## src/logic/io_expander_pkg.sv

```systemverilog
// Package with register map, field positions, reset values and timing for the I/O expander.
package io_expander_pkg;
    localparam logic [6:0] BUS_ADDR = 7'h48;
    localparam logic [7:0] BUS_ADDR_BYTE = 8'h90;
    localparam logic [7:0] REG_DISPLAY_CONTROL = 8'h00;
    localparam logic [7:0] REG_SERIAL_BRIDGE_CONTROL = 8'h01;
    localparam logic [7:0] REG_SENSOR_CONTROL = 8'h02;
    localparam logic [7:0] REG_LAMP_CONTROL = 8'h03;
    localparam int DISP_OWNER_BIT = 0;
    localparam int DISP_POLARITY_BIT = 1;
    localparam int DISP_AUTO_BIT = 2;
    localparam int ENABLE_BIT = 0;
    localparam int LAMP_A_BIT = 0;
    localparam int LAMP_B_BIT = 1;
    localparam int LAMP_OVERRIDE_BIT = 7;
    localparam logic [7:0] DISPLAY_CONTROL_RESET = 8'h00;
    localparam logic [7:0] SERIAL_BRIDGE_CONTROL_RESET = 8'h01;
    localparam logic [7:0] SENSOR_CONTROL_RESET = 8'h00;
    localparam logic [7:0] LAMP_CONTROL_RESET = 8'h00;
    localparam int CLK_HZ = 40_000_000;
    localparam int TOGGLE_HZ = 60;
    localparam int TOGGLE_CYCLES = CLK_HZ / TOGGLE_HZ;
    localparam logic [3:0] BYTE_LAST_BIT = 4'h7;
    localparam logic [3:0] BYTE_BITS = 4'h8;

    typedef struct packed {
        logic scl;
        logic sda;
    } i2c_line_type;

    typedef enum logic [8:0] {
        ST_IDLE      = 9'b0_0000_0001,
        ST_ADDR      = 9'b0_0000_0010,
        ST_ADDR_ACK  = 9'b0_0000_0100,
        ST_PTR       = 9'b0_0000_1000,
        ST_PTR_ACK   = 9'b0_0001_0000,
        ST_WDATA     = 9'b0_0010_0000,
        ST_WDATA_ACK = 9'b0_0100_0000,
        ST_READ      = 9'b0_1000_0000,
        ST_READ_ACK  = 9'b1_0000_0000
    } i2c_state_type;
endpackage

```

## src/logic/io_expander_ctrl.sv

```systemverilog
// I2C-reached register bank driving lamps, display, sensor and serial-bridge enables.
//
// Summary of operation
// - Without override, lamps follow their button lines.
// - Low button a lights lamp a, b lights b.
// - Override bit 7 shows lamp register bits 0,1.
// - Override set: lamps ignore button lines.
// - Display owner follows display control bit 0.
// - Display control bit 1 sets polarity output.
// - Auto bit toggles polarity at 60 Hz.
// - Owner low gives display to board controller.
// - Sensor enable follows sensor control bit 0.
// - Sensor isolated unless enable is high.
// - Bridge enable follows bridge control bit 0.
// - Bridge enable is active after reset.
// - UART passes only while bridge enabled.
// - Write: address+write, register byte, data byte.
// - Read: set pointer by write, then start+read.
`timescale 1ns/1ps
`default_nettype none
module io_expander_ctrl #(
    parameter int TOGGLE_CYCLES = io_expander_pkg::TOGGLE_CYCLES
) (
    input wire logic i_clk_sys,
    input wire logic i_rst,
    input wire logic i_i2c_scl,
    input wire logic i_i2c_sda,
    output logic o_i2c_sda_out,
    output logic o_i2c_sda_oe,
    input wire logic i_expander_wake_n,
    input wire logic i_button_line_a_n,
    input wire logic i_button_line_b_n,
    output logic o_user_lamp_a,
    output logic o_user_lamp_b,
    output logic o_display_owner,
    output logic o_display_polarity_invert,
    output logic o_sensor_enable,
    output logic o_serial_bridge_enable,
    input wire logic i_uart_target_tx,
    output logic o_uart_to_controller,
    input wire logic i_uart_controller_tx,
    output logic o_uart_to_target
);
    localparam int NIN = 7;

    // Every pin input passes three flops; a change counts once stages two and three agree.
    logic [NIN-1:0] sync1_ff;
    logic [NIN-1:0] sync2_ff;
    logic [NIN-1:0] sync3_ff;
    logic [NIN-1:0] filt_ff;
    logic [NIN-1:0] pins;
    assign pins = {i_uart_controller_tx, i_uart_target_tx, i_button_line_b_n,
                   i_button_line_a_n, i_expander_wake_n, i_i2c_sda, i_i2c_scl};

    always_ff @(posedge i_clk_sys) begin
        if (i_rst) begin
            sync1_ff <= 7'h7F;
            sync2_ff <= 7'h7F;
            sync3_ff <= 7'h7F;
            filt_ff <= 7'h7F;
        end else begin
            sync1_ff <= pins;
            sync2_ff <= sync1_ff;
            sync3_ff <= sync2_ff;
            for (int k = 0; k < NIN; k++) begin
                if (sync2_ff[k] == sync3_ff[k]) begin
                    filt_ff[k] <= sync3_ff[k];
                end
            end
        end
    end

    io_expander_pkg::i2c_line_type line;
    io_expander_pkg::i2c_line_type line_prev_ff;
    assign line.scl = filt_ff[0];
    assign line.sda = filt_ff[1];
    always_ff @(posedge i_clk_sys) begin
        if (i_rst) begin
            line_prev_ff <= '{scl: 1'b1, sda: 1'b1};
        end else begin
            line_prev_ff <= line;
        end
    end

    logic scl_rise;
    logic scl_fall;
    logic start_seen;
    logic stop_seen;
    logic awake;
    assign scl_rise = line.scl && !line_prev_ff.scl;
    assign scl_fall = !line.scl && line_prev_ff.scl;
    assign start_seen = line.scl && line_prev_ff.scl && line_prev_ff.sda && !line.sda;
    assign stop_seen = line.scl && line_prev_ff.scl && !line_prev_ff.sda && line.sda;
    assign awake = !filt_ff[2];

    logic [7:0] display_control_ff;
    logic [7:0] serial_bridge_control_ff;
    logic [7:0] sensor_control_ff;
    logic [7:0] lamp_control_ff;
    logic polarity_ff;
    logic [7:0] pointer_ff;
    logic [7:0] shift_ff;
    logic [3:0] count_ff;
    logic nack_ff;
    logic write_stb;
    logic [7:0] read_data;
    io_expander_pkg::i2c_state_type state_ff;

    always_comb begin
        unique case (pointer_ff)
            io_expander_pkg::REG_DISPLAY_CONTROL:
                read_data = {display_control_ff[7:2], polarity_ff, display_control_ff[0]};
            io_expander_pkg::REG_SERIAL_BRIDGE_CONTROL: read_data = serial_bridge_control_ff;
            io_expander_pkg::REG_SENSOR_CONTROL: read_data = sensor_control_ff;
            io_expander_pkg::REG_LAMP_CONTROL: read_data = lamp_control_ff;
            default: read_data = 8'h00;
        endcase
    end

    // The data byte is committed on the falling edge that ends its eighth bit.
    assign write_stb = (state_ff == io_expander_pkg::ST_WDATA) && scl_fall &&
                       (count_ff == io_expander_pkg::BYTE_BITS);

    // I2C target sequencer; sleeps and releases the data line while wake is high.
    always_ff @(posedge i_clk_sys) begin
        if (i_rst) begin
            state_ff <= io_expander_pkg::ST_IDLE;
            shift_ff <= 8'h00;
            count_ff <= 4'h0;
            pointer_ff <= 8'h00;
            nack_ff <= 1'b0;
            o_i2c_sda_oe <= 1'b0;
        end else if (!awake) begin
            state_ff <= io_expander_pkg::ST_IDLE;
            count_ff <= 4'h0;
            o_i2c_sda_oe <= 1'b0;
        end else if (start_seen) begin
            state_ff <= io_expander_pkg::ST_ADDR;
            count_ff <= 4'h0;
            o_i2c_sda_oe <= 1'b0;
        end else if (stop_seen) begin
            state_ff <= io_expander_pkg::ST_IDLE;
            o_i2c_sda_oe <= 1'b0;
        end else begin
            unique case (state_ff)
                io_expander_pkg::ST_IDLE: begin
                    o_i2c_sda_oe <= 1'b0;
                end
                io_expander_pkg::ST_ADDR, io_expander_pkg::ST_PTR, io_expander_pkg::ST_WDATA: begin
                    if (scl_rise) begin
                        shift_ff <= {shift_ff[6:0], line.sda};
                        count_ff <= count_ff + 4'h1;
                    end else if (scl_fall && count_ff == io_expander_pkg::BYTE_BITS) begin
                        count_ff <= 4'h0;
                        if (state_ff == io_expander_pkg::ST_ADDR) begin
                            if (shift_ff[7:1] == io_expander_pkg::BUS_ADDR) begin
                                state_ff <= io_expander_pkg::ST_ADDR_ACK;
                                o_i2c_sda_oe <= 1'b1;
                            end else begin
                                state_ff <= io_expander_pkg::ST_IDLE;
                            end
                        end else if (state_ff == io_expander_pkg::ST_PTR) begin
                            pointer_ff <= shift_ff;
                            state_ff <= io_expander_pkg::ST_PTR_ACK;
                            o_i2c_sda_oe <= 1'b1;
                        end else begin
                            state_ff <= io_expander_pkg::ST_WDATA_ACK;
                            o_i2c_sda_oe <= 1'b1;
                        end
                    end
                end
                io_expander_pkg::ST_ADDR_ACK: begin
                    if (scl_fall) begin
                        if (shift_ff[0]) begin
                            state_ff <= io_expander_pkg::ST_READ;
                            shift_ff <= read_data;
                            o_i2c_sda_oe <= !read_data[7];
                        end else begin
                            state_ff <= io_expander_pkg::ST_PTR;
                            o_i2c_sda_oe <= 1'b0;
                        end
                    end
                end
                io_expander_pkg::ST_PTR_ACK, io_expander_pkg::ST_WDATA_ACK: begin
                    if (scl_fall) begin
                        state_ff <= io_expander_pkg::ST_WDATA;
                        o_i2c_sda_oe <= 1'b0;
                    end
                end
                io_expander_pkg::ST_READ: begin
                    if (scl_fall) begin
                        if (count_ff == io_expander_pkg::BYTE_LAST_BIT) begin
                            state_ff <= io_expander_pkg::ST_READ_ACK;
                            count_ff <= 4'h0;
                            o_i2c_sda_oe <= 1'b0;
                        end else begin
                            shift_ff <= {shift_ff[6:0], 1'b0};
                            count_ff <= count_ff + 4'h1;
                            o_i2c_sda_oe <= !shift_ff[6];
                        end
                    end
                end
                io_expander_pkg::ST_READ_ACK: begin
                    if (scl_rise) begin
                        nack_ff <= line.sda;
                    end else if (scl_fall) begin
                        if (nack_ff) begin
                            state_ff <= io_expander_pkg::ST_IDLE;
                        end else begin
                            state_ff <= io_expander_pkg::ST_READ;
                            shift_ff <= read_data;
                            o_i2c_sda_oe <= !read_data[7];
                        end
                    end
                end
                default: begin
                    state_ff <= io_expander_pkg::ST_IDLE;
                    o_i2c_sda_oe <= 1'b0;
                end
            endcase
        end
    end

    assign o_i2c_sda_out = 1'b0;

    always_ff @(posedge i_clk_sys) begin
        if (i_rst) begin
            display_control_ff <= io_expander_pkg::DISPLAY_CONTROL_RESET;
            serial_bridge_control_ff <= io_expander_pkg::SERIAL_BRIDGE_CONTROL_RESET;
            sensor_control_ff <= io_expander_pkg::SENSOR_CONTROL_RESET;
            lamp_control_ff <= io_expander_pkg::LAMP_CONTROL_RESET;
        end else if (write_stb) begin
            unique case (pointer_ff)
                io_expander_pkg::REG_DISPLAY_CONTROL: display_control_ff <= shift_ff;
                io_expander_pkg::REG_SERIAL_BRIDGE_CONTROL: serial_bridge_control_ff <= shift_ff;
                io_expander_pkg::REG_SENSOR_CONTROL: sensor_control_ff <= shift_ff;
                io_expander_pkg::REG_LAMP_CONTROL: lamp_control_ff <= shift_ff;
                default: ;
            endcase
        end
    end

    // Polarity output: a write sets it; otherwise the auto mode toggles it every 1/60 s.
    logic [23:0] toggle_cnt_ff;
    logic toggle_tick;
    assign toggle_tick = (toggle_cnt_ff == 24'(TOGGLE_CYCLES - 1));
    always_ff @(posedge i_clk_sys) begin
        if (i_rst) begin
            toggle_cnt_ff <= 24'h00_0000;
        end else if (!display_control_ff[io_expander_pkg::DISP_AUTO_BIT] || toggle_tick) begin
            toggle_cnt_ff <= 24'h00_0000;
        end else begin
            toggle_cnt_ff <= toggle_cnt_ff + 24'h00_0001;
        end
    end

    always_ff @(posedge i_clk_sys) begin
        if (i_rst) begin
            polarity_ff <= 1'b0;
        end else if (write_stb && pointer_ff == io_expander_pkg::REG_DISPLAY_CONTROL) begin
            polarity_ff <= shift_ff[io_expander_pkg::DISP_POLARITY_BIT];
        end else if (display_control_ff[io_expander_pkg::DISP_AUTO_BIT] && toggle_tick) begin
            polarity_ff <= !polarity_ff;
        end
    end

    always_ff @(posedge i_clk_sys) begin
        if (i_rst) begin
            o_user_lamp_a <= 1'b0;
            o_user_lamp_b <= 1'b0;
            o_display_owner <= 1'b0;
            o_display_polarity_invert <= 1'b0;
            o_sensor_enable <= 1'b0;
            o_serial_bridge_enable <= 1'b0;
            o_uart_to_controller <= 1'b1;
            o_uart_to_target <= 1'b1;
        end else begin
            if (lamp_control_ff[io_expander_pkg::LAMP_OVERRIDE_BIT]) begin
                o_user_lamp_a <= lamp_control_ff[io_expander_pkg::LAMP_A_BIT];
                o_user_lamp_b <= lamp_control_ff[io_expander_pkg::LAMP_B_BIT];
            end else begin
                o_user_lamp_a <= !filt_ff[3];
                o_user_lamp_b <= !filt_ff[4];
            end
            o_display_owner <= display_control_ff[io_expander_pkg::DISP_OWNER_BIT];
            o_display_polarity_invert <= polarity_ff;
            o_sensor_enable <= sensor_control_ff[io_expander_pkg::ENABLE_BIT];
            o_serial_bridge_enable <= serial_bridge_control_ff[io_expander_pkg::ENABLE_BIT];
            // Disabled bridge holds both directions at UART idle.
            o_uart_to_controller <= filt_ff[5] ||
                !serial_bridge_control_ff[io_expander_pkg::ENABLE_BIT];
            o_uart_to_target <= filt_ff[6] ||
                !serial_bridge_control_ff[io_expander_pkg::ENABLE_BIT];
        end
    end
endmodule
`default_nettype wire

```

## config.mk

```make
export PLATFORM = sky130hd
export DESIGN_NAME = io_expander_ctrl
export DESIGN_NICKNAME = d
export VERILOG_FILES = /design/src/logic/io_expander_pkg.sv /design/src/logic/io_expander_ctrl.sv
export SDC_FILE = /design/constraint.sdc
export NUM_CORES = 1
export LEC_CHECK = 0
export BUFFER_PORTS_ARGS = -buffer_cell sky130_fd_sc_hd__buf_2
export CAP_MARGIN = 20
export CORE_UTILIZATION = 62
export CTS_CLUSTER_DIAMETER = 30
export DETAILED_ROUTE_END_ITERATION = 10
export GPL_ROUTABILITY_DRIVEN = 0
export GPL_TIMING_DRIVEN = 0
export PLACE_DENSITY = 0.8
export SLEW_MARGIN = 15
export SYNTH_ARGS = -nofsm -noshare
export SYNTH_HDL_FRONTEND = slang
export SYNTH_SLANG_ARGS = --single-unit
```

## constraint.sdc

```tcl
create_clock -name i_clk_sys -period 2.3 [get_ports i_clk_sys]
set_input_delay 0.46 -clock i_clk_sys [delete_from_list [all_inputs] [get_ports i_clk_sys]]
set_output_delay 0.46 -clock i_clk_sys [all_outputs]
set_load 0.05 [all_outputs]
```

==> results of run 1 <==
==> cell usage after synthesis, types with 3 or more instances <==
master,count
or2_2,23
ha_1,4
nand3_1,23
nor4_1,12
buf_2,9
inv_1,20
nor3_2,6
and2_1,3
and4_1,3
nand4_1,17
nor2_1,76
o21ai_0,18
or4_4,3
nor3b_1,3
o21bai_1,7
or3_1,5
nor3_1,8
clkbuf_1,15
buf_4,5
nand2b_1,29
mux4_2,8
or4_1,3
o21ai_1,7
a21oi_1,30
and3_1,4
nor2b_1,10
xnor2_1,9
buf_6,3
mux2i_1,41
nand2_1,17
dfxtp_1,125
a31oi_1,3
xor2_1,21
o32ai_1,8
==> state kept, by name, summed over array words and instances (netlist names), 2 cells and up <==
| signal | count |
|---|---|
| toggle_cnt_ff | 24 |
| sync3_ff | 7 |
| pointer_ff | 8 |
| line_prev_ff | 2 |
| sync1_ff | 7 |
| filt_ff | 7 |
| state_ff | 9 |
| sync2_ff | 7 |
| count_ff | 4 |
| serial_bridge_control_ff | 8 |
| display_control_ff | 7 |
| lamp_control_ff | 8 |
| shift_ff | 8 |
| sensor_control_ff | 8 |
==> repair_timing <==
action / 4_1_cts / 5_1_grt
endpoints found under the hold margin: 0 / 0
cloned: 0 / 0
setup endpoints to repair: 1 / 10
pin swaps: 0 / 0
resized for setup: 1 / 4
==> report_power, final <==
part	leakage, nW	internal [W]	switching (W)
registers	1.01	0.00218	0.00000727
logic	1.23	0.0000285	0.0000462
clock network	0.284	0.00141	0.00119
==> final timing paths <==
kind	endpoint	slack (ps)	cells past startpoint
hold reg to reg	sync2_ff[0]$_SDFF_PP1_	410	1
hold / removal	sync1_ff[1]$_SDFF_PP1_	110	2
setup / recovery	serial_bridge_control_ff[5]$_SDFFE_PP0P_	130	7
setup reg to reg	serial_bridge_control_ff[5]$_SDFFE_PP0P_	130	7
==> layout by cell type, fill, tap and decap left out, types with 15 or more instances in the layout <==
cell / count
dfxtp_1: 125
clkbuf_1: 15
nand3_1: 23
mux2i_1: 41
nand2_1: 17
o21ai_0: 18
inv_1: 20
nand2b_1: 29
clkbuf_16: 16
nand4_1: 17
xor2_1: 21
a21oi_1: 30
buf_2: 25
or2_2: 23
nor2_1: 76
==> stage by stage <==
stage          worst slack [ps]  hold slack (ps)
2_1_floorplan               409              389
3_3_place_gp               84.9              391
3_5_place_dp              -19.1              395
4_1_cts                    96.4              102
5_1_grt                    24.7              103
6_report                    133              111
==> worst max-delay path: cells and delay by family (launching register included) <==
kind          cells  cell delay (ps)
simple gates      4             1050
mux               1              240
buf+inv           2              490
flops             1              310
==> routing by layer <==
layer	GRT usage, %	vias up
li1	-	2292
met5	0	-
met4	13.4	0
met1	36.9	2345
met3	8.09	38
met2	51.3	197
==> cell type report <==
| type | instances | area [µm²] |
|---|---|---|
| clock buffer | 17 | 414 |
| tap | 108 | 135 |
| clock inverter | 15 | 173 |
| fill | 598 | 2250 |
| timing repair buffer | 16 | 80.1 |
| sequential | 125 | 2500 |
| buffer | 33 | 176 |
| inverter | 20 | 75.1 |
| multi-input combinational | 445 | 3080 |
==> cell families (layout without fill, tap and decap cells) <==
family | Yosys count | count (layout) | share of synthesized area (%)
xor+xnor | 30 | 30 | 4.53
fa+ha+maj | 4 | 4 | 0.862
compound gates | 95 | 95 | 10.6
flops | 125 | 125 | 43.1
other cells | 1 | 1 | 0.0646
mux | 49 | 49 | 10.2
simple gates | 266 | 266 | 26.3
buf+inv | 53 | 101 | 4.33
==> PnR_summary.wiki, run 1 <==
{| class="wikitable"
! Metric !! Value
|-
| Post-synthesis net count || 636
|-
| Synthesized instance count || 623
|-
| Net count of the finished layout || 671
|-
| WS Path Type || register to register
|-
| Drt total wl || between 10 and 15 mm
|-
| DRC violation count after routing || 0
|-
| Non-filler cells in the finished layout || approximately 780
|-
| Count of final max-slew check failures || 0
|-
| Count of state elements after synthesis || 125
|-
| Slowest stage cell on the critical path || or2_1
|-
| Chip height || about 100 µm
|-
| Crit start category || register
|-
| Post-Layout Inst Area || 6640 µm²
|-
| Clock root buffer || clkbuf_8
|-
| Netlist Area Pre-Place || about 5800 µm²
|-
| Class of the worst hold path || primary input to register
|-
| Hold Buf Count CTS || 0
|-
| Wire length on met2 || 6.78 mm
|-
| Number of violations of the max-capacitance limit || 0
|-
| Total placed cells including tap cells || approximately 750
|-
| Metal1 wirelength || just under 6 mm
|-
| TritonCTS sink count || between 100 and 150
|-
| Proportion of netlist area held by the largest area contributor || ~43%
|-
| Avg Vias per Cell || between 6 and 7
|-
| Slew at the pin with the worst max-slew slack || around 840 ps
|-
| Average routed wire per standard cell || 17.9 µm
|-
| Initial antenna violation count || 0
|-
| Crit-path max cell delay || roughly 320 ps
|-
| Via count of the first global-routing pass || around 4800
|-
| Arrival time reported for the critical path endpoint || between 2000 and 3000 ps
|-
| Number of enable-type register cells in the synthesized netlist || 0
|-
| Pin count of the biggest net entering global routing || 17
|-
| Sum of negative setup slack || 0 ps
|-
| Number of optimization iterations in the first detailed-route pass || 5
|-
| Hold Crit Start || i_i2c_sda
|-
| DRT antenna net count || 0
|-
| Library cells used by synthesis || 67
|-
| Number of setup buffers added after CTS || 0
|-
| Core ar. || between 8000 and 9000 µm²
|-
| Total Power Consumption || slightly below 0.005 W
|-
| Number of failing hold endpoints at the final stage || 0
|-
| Reg clk slew, reported paths || 70 ps
|-
| Buffers added on ports || 16
|-
| Main flop type after synthesis || dfxtp_1
|-
| Largest driver fanout on the critical path || 10
|-
| Wire length of the first global-routing pass || ~23 mm
|-
| FFs w/ async S/R, synth || 0%
|-
| CTS tree || done
|-
| Launching instance or port of the critical path || state_ff[1]$_SDFFE_PP0P_
|-
| Total power per unit cell area || ~730 nW/µm²
|-
| Overflow left after global routing || 0
|-
| Post-route clock skew || about 13 ps
|-
| Slew HR || 43.7%
|-
| DR top layer || met4
|-
| Leakage power summed over all cells || around 2.5 nW
|-
| Number of synthesis warnings || 0
|-
| Total placed instance area || approximately 6000 µm²
|-
| Initial core utilization || between 60% and 70%
|-
| Final setup vio count || 0
|-
| Crit path required time || between 2000 and 3000 ps
|-
| Number of antenna diodes || 0
|-
| Sum of met3 wire segment lengths after detailed routing || about 910 µm
|-
| Via total after detailed routing || 4872
|-
| Sequential fraction of the synthesis area || around 43%
|-
| RSZ-0062 raised after global routing || false
|-
| Final period utilization || a little over nine tenths
|-
| GRT Resource Usage Total || between 30% and 40%
|-
| Top cells by area, synth || dfxtp_1 (43%), mux2i_1 (7.1%), nor2_1 (4.9%), xor2_1 (3.2%), nand2b_1 (3.1%)
|-
| Upper clock frequency limit || 461 MHz
|-
| Clock latency at the later pin of the worst-skew pair || around 530 ps
|-
| Num rows || 34
|-
| Time the final worst path needs with I/O delays and setup || between 2000 and 2500 ps
|-
| Post-layout utilization of the core || 74.6%
|-
| Io pins || 19
|-
| Area Overhead vs Synth || 14.3%
|-
| IR Drop Worst-Case VDD || between 0.7 and 0.8 mV
|-
| Fraction of layout cells with a size suffix above 1 || a little under a fifth
|-
| Post-synth top area cell || dfxtp_1
|-
| Critical path, cell by cell || buf_2 -> or2_1 -> nor3_4 -> and3_1 -> and3b_1 -> buf_2 -> mux2i_1
|-
| Area of the die || slightly below 10000 µm²
|-
| H-tree level count || 4
|-
| Number of buffers added by the clock tree synthesis step || 17
|-
| Kind of end point of the critical path || register
|-
| Placed wire-length estimate after detailed placement || between 9 and 10 mm
|-
| Startpoint of the most critical register-to-register path || state_ff[1]$_SDFFE_PP0P_
|-
| Iteration-0 DRC Markers || about 330
|-
| Status || completed
|-
| Die Span X || ~99 µm
|-
| Worst-case clock buffer depth || 2
|-
| Synthesized area divided by synthesized cell count || 9.32 µm²
|-
| Cell with the most instances on the worst path || buf_2
|}
(Power assumes the default switching activity.)
==> inputs of run 2 (changes only) <==
Settings changed: ABC_CLOCK_PERIOD_IN_PS from default to 2300, CORE_UTILIZATION 62 to 35, CTS_BUF_LIST from default to sky130_fd_sc_hd__clkbuf_8, PLACE_DENSITY 0.8 to default.
==> PnR_summary.wiki, run 2 (synthesized netlist as in run 1, its figures left out) <==
{| class="wikitable"
! Metric !! Value
|-
| Status || completed
|-
| DRT antenna net count || 0 (unchanged)
|-
| Worst-case clock buffer depth || 2 (unchanged)
|-
| Power share of the clock group || 45.3% (-8.1 points)
|-
| Number of buffers added by the clock tree synthesis step || 17 (unchanged)
|-
| GRT Resource Usage Total || 17.0% (-14 points)
|-
| Non-filler cells in the finished layout || 888 (+14%)
|-
| Post-layout utilization of the core || 41.0% (-34 points)
|-
| Net count of the finished layout || 672 (+0.15%)
|-
| Initial antenna violation count || 0 (unchanged)
|-
| Crit path required time || 2670 ps (-80 ps)
|-
| Slowest stage cell on the critical path || nor3_2
|-
| Leading cell type in the layout, fill and taps excluded || dfxtp_1
|-
| Count of final max-slew check failures || 0 (unchanged)
|-
| Area Overhead vs Synth || 13.3%
|-
| Core ar. || 16100 µm² (+81%)
|-
| RSZ-0062 raised after global routing || false
|-
| Reg clk slew, reported paths || 80 ps (about the same)
|-
| WS Path Type || register to register
|-
| Cell with the most instances on the worst path || buf_2
|-
| DRC violation count after routing || 0 (unchanged)
|-
| Final setup vio count || 0 (unchanged)
|-
| Net Sw Power || 0.000992 W (-20%)
|-
| Combined flip-flop and latch cell area || 2500 µm² (unchanged)
|-
| Total power per unit cell area || 628 nW/µm² (-14%)
|-
| Kind of end point of the critical path || register
|-
| Leakage power summed over all cells || 2.44 nW (-3.1%)
|-
| Number of setup buffers added after CTS || 0 (unchanged)
|-
| CTS tree || done
|-
| Combined area of the multi-input logic cells || 3080 µm² (unchanged)
|-
| Area of the die || 17100 µm² (+75%)
|-
| Kind of cell with the highest combined delay on the critical path || simple AND/OR/NAND/NOR gates
|-
| Clock latency at the later pin of the worst-skew pair || 450 ps (-80 ps)
|-
| H-tree level count || 4 (unchanged)
|-
| Highest-count cells in the layout ignoring fill and taps || dfxtp_1 (125), nor2_1 (76), mux2i_1 (41)
|-
| Upper clock frequency limit || 450 MHz (-2.4%)
|-
| Drt total wl || 13.7 mm (-2.2%)
|-
| Number of antenna diodes || 0 (unchanged)
|-
| Overflow left after global routing || 0 (unchanged)
|-
| Buffers added on ports || 16 (unchanged)
|-
| TritonCTS sink count || 125 (unchanged)
|-
| Slew HR || 36.1% (-7.7 points)
|-
| Avg Vias per Cell || 5.33 (-15%)
|-
| Number of resized instances in the post-cts repair step || 0 (-1)
|-
| Via total after detailed routing || 4735 (-2.8%)
|-
| Io pins || 19 (unchanged)
|-
| Clock root buffer || clkbuf_8
|-
| Number of violations of the max-capacitance limit || 0 (unchanged)
|-
| IR Drop Worst-Case VDD || 0.407 mV (-45%)
|-
| Hold Buf Count CTS || 0 (unchanged)
|-
| Crit path buffers/inverters || 2 (unchanged)
|-
| Initial core utilization || 36.2% (-29 points)
|-
| Critical path, cell by cell || buf_2 -> or2_1 -> nor3_2 -> and3_1 -> and3b_1 -> buf_2 -> mux2i_1
|-
| Post-route clock skew || 12.4 ps (-0.142 ps)
|-
| Seq pwr share || 52.9% (+7.8 points)
|-
| Sum of negative setup slack || 0 ps (unchanged)
|-
| Die Span X || 131 µm (+32%)
|-
| Total Power Consumption || 0.00413 W (-15%)
|-
| Number of failing hold endpoints at the final stage || 0 (unchanged)
|-
| Crit start category || register
|-
| Comb power frac || 1.8% (+0.3 points)
|-
| Class of the worst hold path || primary input to register
|-
| Iteration-0 DRC Markers || 377 (+16%)
|-
| Chip height || 131 µm (+32%)
|-
| Time the final worst path needs with I/O delays and setup || 2220 ps (+54.2 ps)
|-
| Total placed cells including tap cells || 855 (+14%)
|-
| Top register by number of flip-flops || toggle_cnt_ff
|-
| Wire length of the first global-routing pass || 22.5 mm (-3.3%)
|-
| Via count of the first global-routing pass || 4479 (-7.1%)
|-
| Largest registers in the final layout || toggle_cnt_ff x24, state_ff x9
|-
| Crit-path max cell delay || 410 ps (+90 ps)
|-
| Average routed wire per standard cell || 15.4 µm (-14%)
|-
| Internal power || 0.00314 W (-13%)
|-
| Layout fillers || 1576 (+160%)
|-
| Proportion of total power due to net switching || 24.0% (-1.5 points)
|-
| Placed wire-length estimate after detailed placement || 9.68 mm (+5.9%)
|-
| Number of optimization iterations in the first detailed-route pass || 5 (unchanged)
|-
| Slew at the pin with the worst max-slew slack || 950 ps (+114 ps)
|-
| Num rows || 46 (+35%)
|-
| Arrival time reported for the critical path endpoint || 2590 ps (-30 ps)
|-
| Fraction of layout cells with a size suffix above 1 || 18.9% (+0.27 points)
|-
| Number of flip-flops in the largest register || 24 (unchanged)
|-
| Final period utilization || 96.6% (+2.4 points)
|-
| Pin count of the biggest net entering global routing || 17 (unchanged)
|-
| Largest driver fanout on the critical path || 10 (unchanged)
|}
==> run 2: changes by cell type in the layout (fill, tap and decap cells not counted), moves of 2 or more <==
cell,delta
inv_6,+3
clkinv_8,-4
inv_8,-5
clkbuf_8,+18
clkinvlp_4,+2
clkbuf_16,-16
==> run 2: power groups by stage <==
stage | clock network, W | logic [W] | registers [W]
floorplan | 0 | 0.0000464 | 0.00224
global placement | 0 | 0.0000748 | 0.00223
detailed placement | 0 | 0.0000755 | 0.00223
CTS | 0.00192 | 0.0000757 | 0.00218
global route | 0.00201 | 0.0000814 | 0.00219
finish | 0.00187 | 0.0000744 | 0.00218
==> run 2: area by class of cell <==
type                    instances  area share, %
plain buffers                  33           2.68
clock buffers                  19           3.97
clock inverters                13           1.94
inverters                      20           1.14
multi-input cells             445           46.8
flip-flops and latches        125           38.0
well taps                     216           4.11
repair buffers                 17           1.29
==> run 2: final timing paths <==
path | slack, ps | start | endpoint | cells after the start
worst max-delay path | 80 | state_ff[1]$_SDFFE_PP0P_ | serial_bridge_control_ff[6]$_SDFFE_PP0P_ | 7
worst max register to register | 80 | state_ff[1]$_SDFFE_PP0P_ | serial_bridge_control_ff[6]$_SDFFE_PP0P_ | 7
worst min register to register | 410 | sync1_ff[4]$_SDFF_PP1_ | sync2_ff[4]$_SDFF_PP1_ | 1
worst min-delay path | 190 | i_uart_target_tx | sync1_ff[5]$_SDFF_PP1_ | 2
==> run 2: through the flow <==
| step | area [µm²] | hold WS [ps] | setup slack [ps] |
|---|---|---|---|
| 2_1_floorplan | 5810 | 389 | 409 |
| 3_3_place_gp | 6160 | 392 | 82.2 |
| 3_5_place_dp | 6160 | 395 | 57.0 |
| 4_1_cts | 6550 | 158 | 33.5 |
| 5_1_grt | 6580 | 168 | 3.93 |
| 6_report | 6580 | 190 | 78.7 |
==> run 2: per-layer routing <==
| metal | GRT usage, % | part of all wire, % |
|---|---|---|
| met5 | 0 | 0 |
| met4 | 6.22 | 1.4 |
| met3 | 4.44 | 4.5 |
| met2 | 27.3 | 47 |
| met1 | 22.1 | 47 |
==> run 2: worst reg2reg max path, delay by kind of cell (launching register included) <==
kind / cells / cell delay [ps]
flip-flops: 1 / 310
buffers and inverters: 2 / 470
multiplexers: 1 / 230
AND/OR/NAND/NOR: 4 / 1120
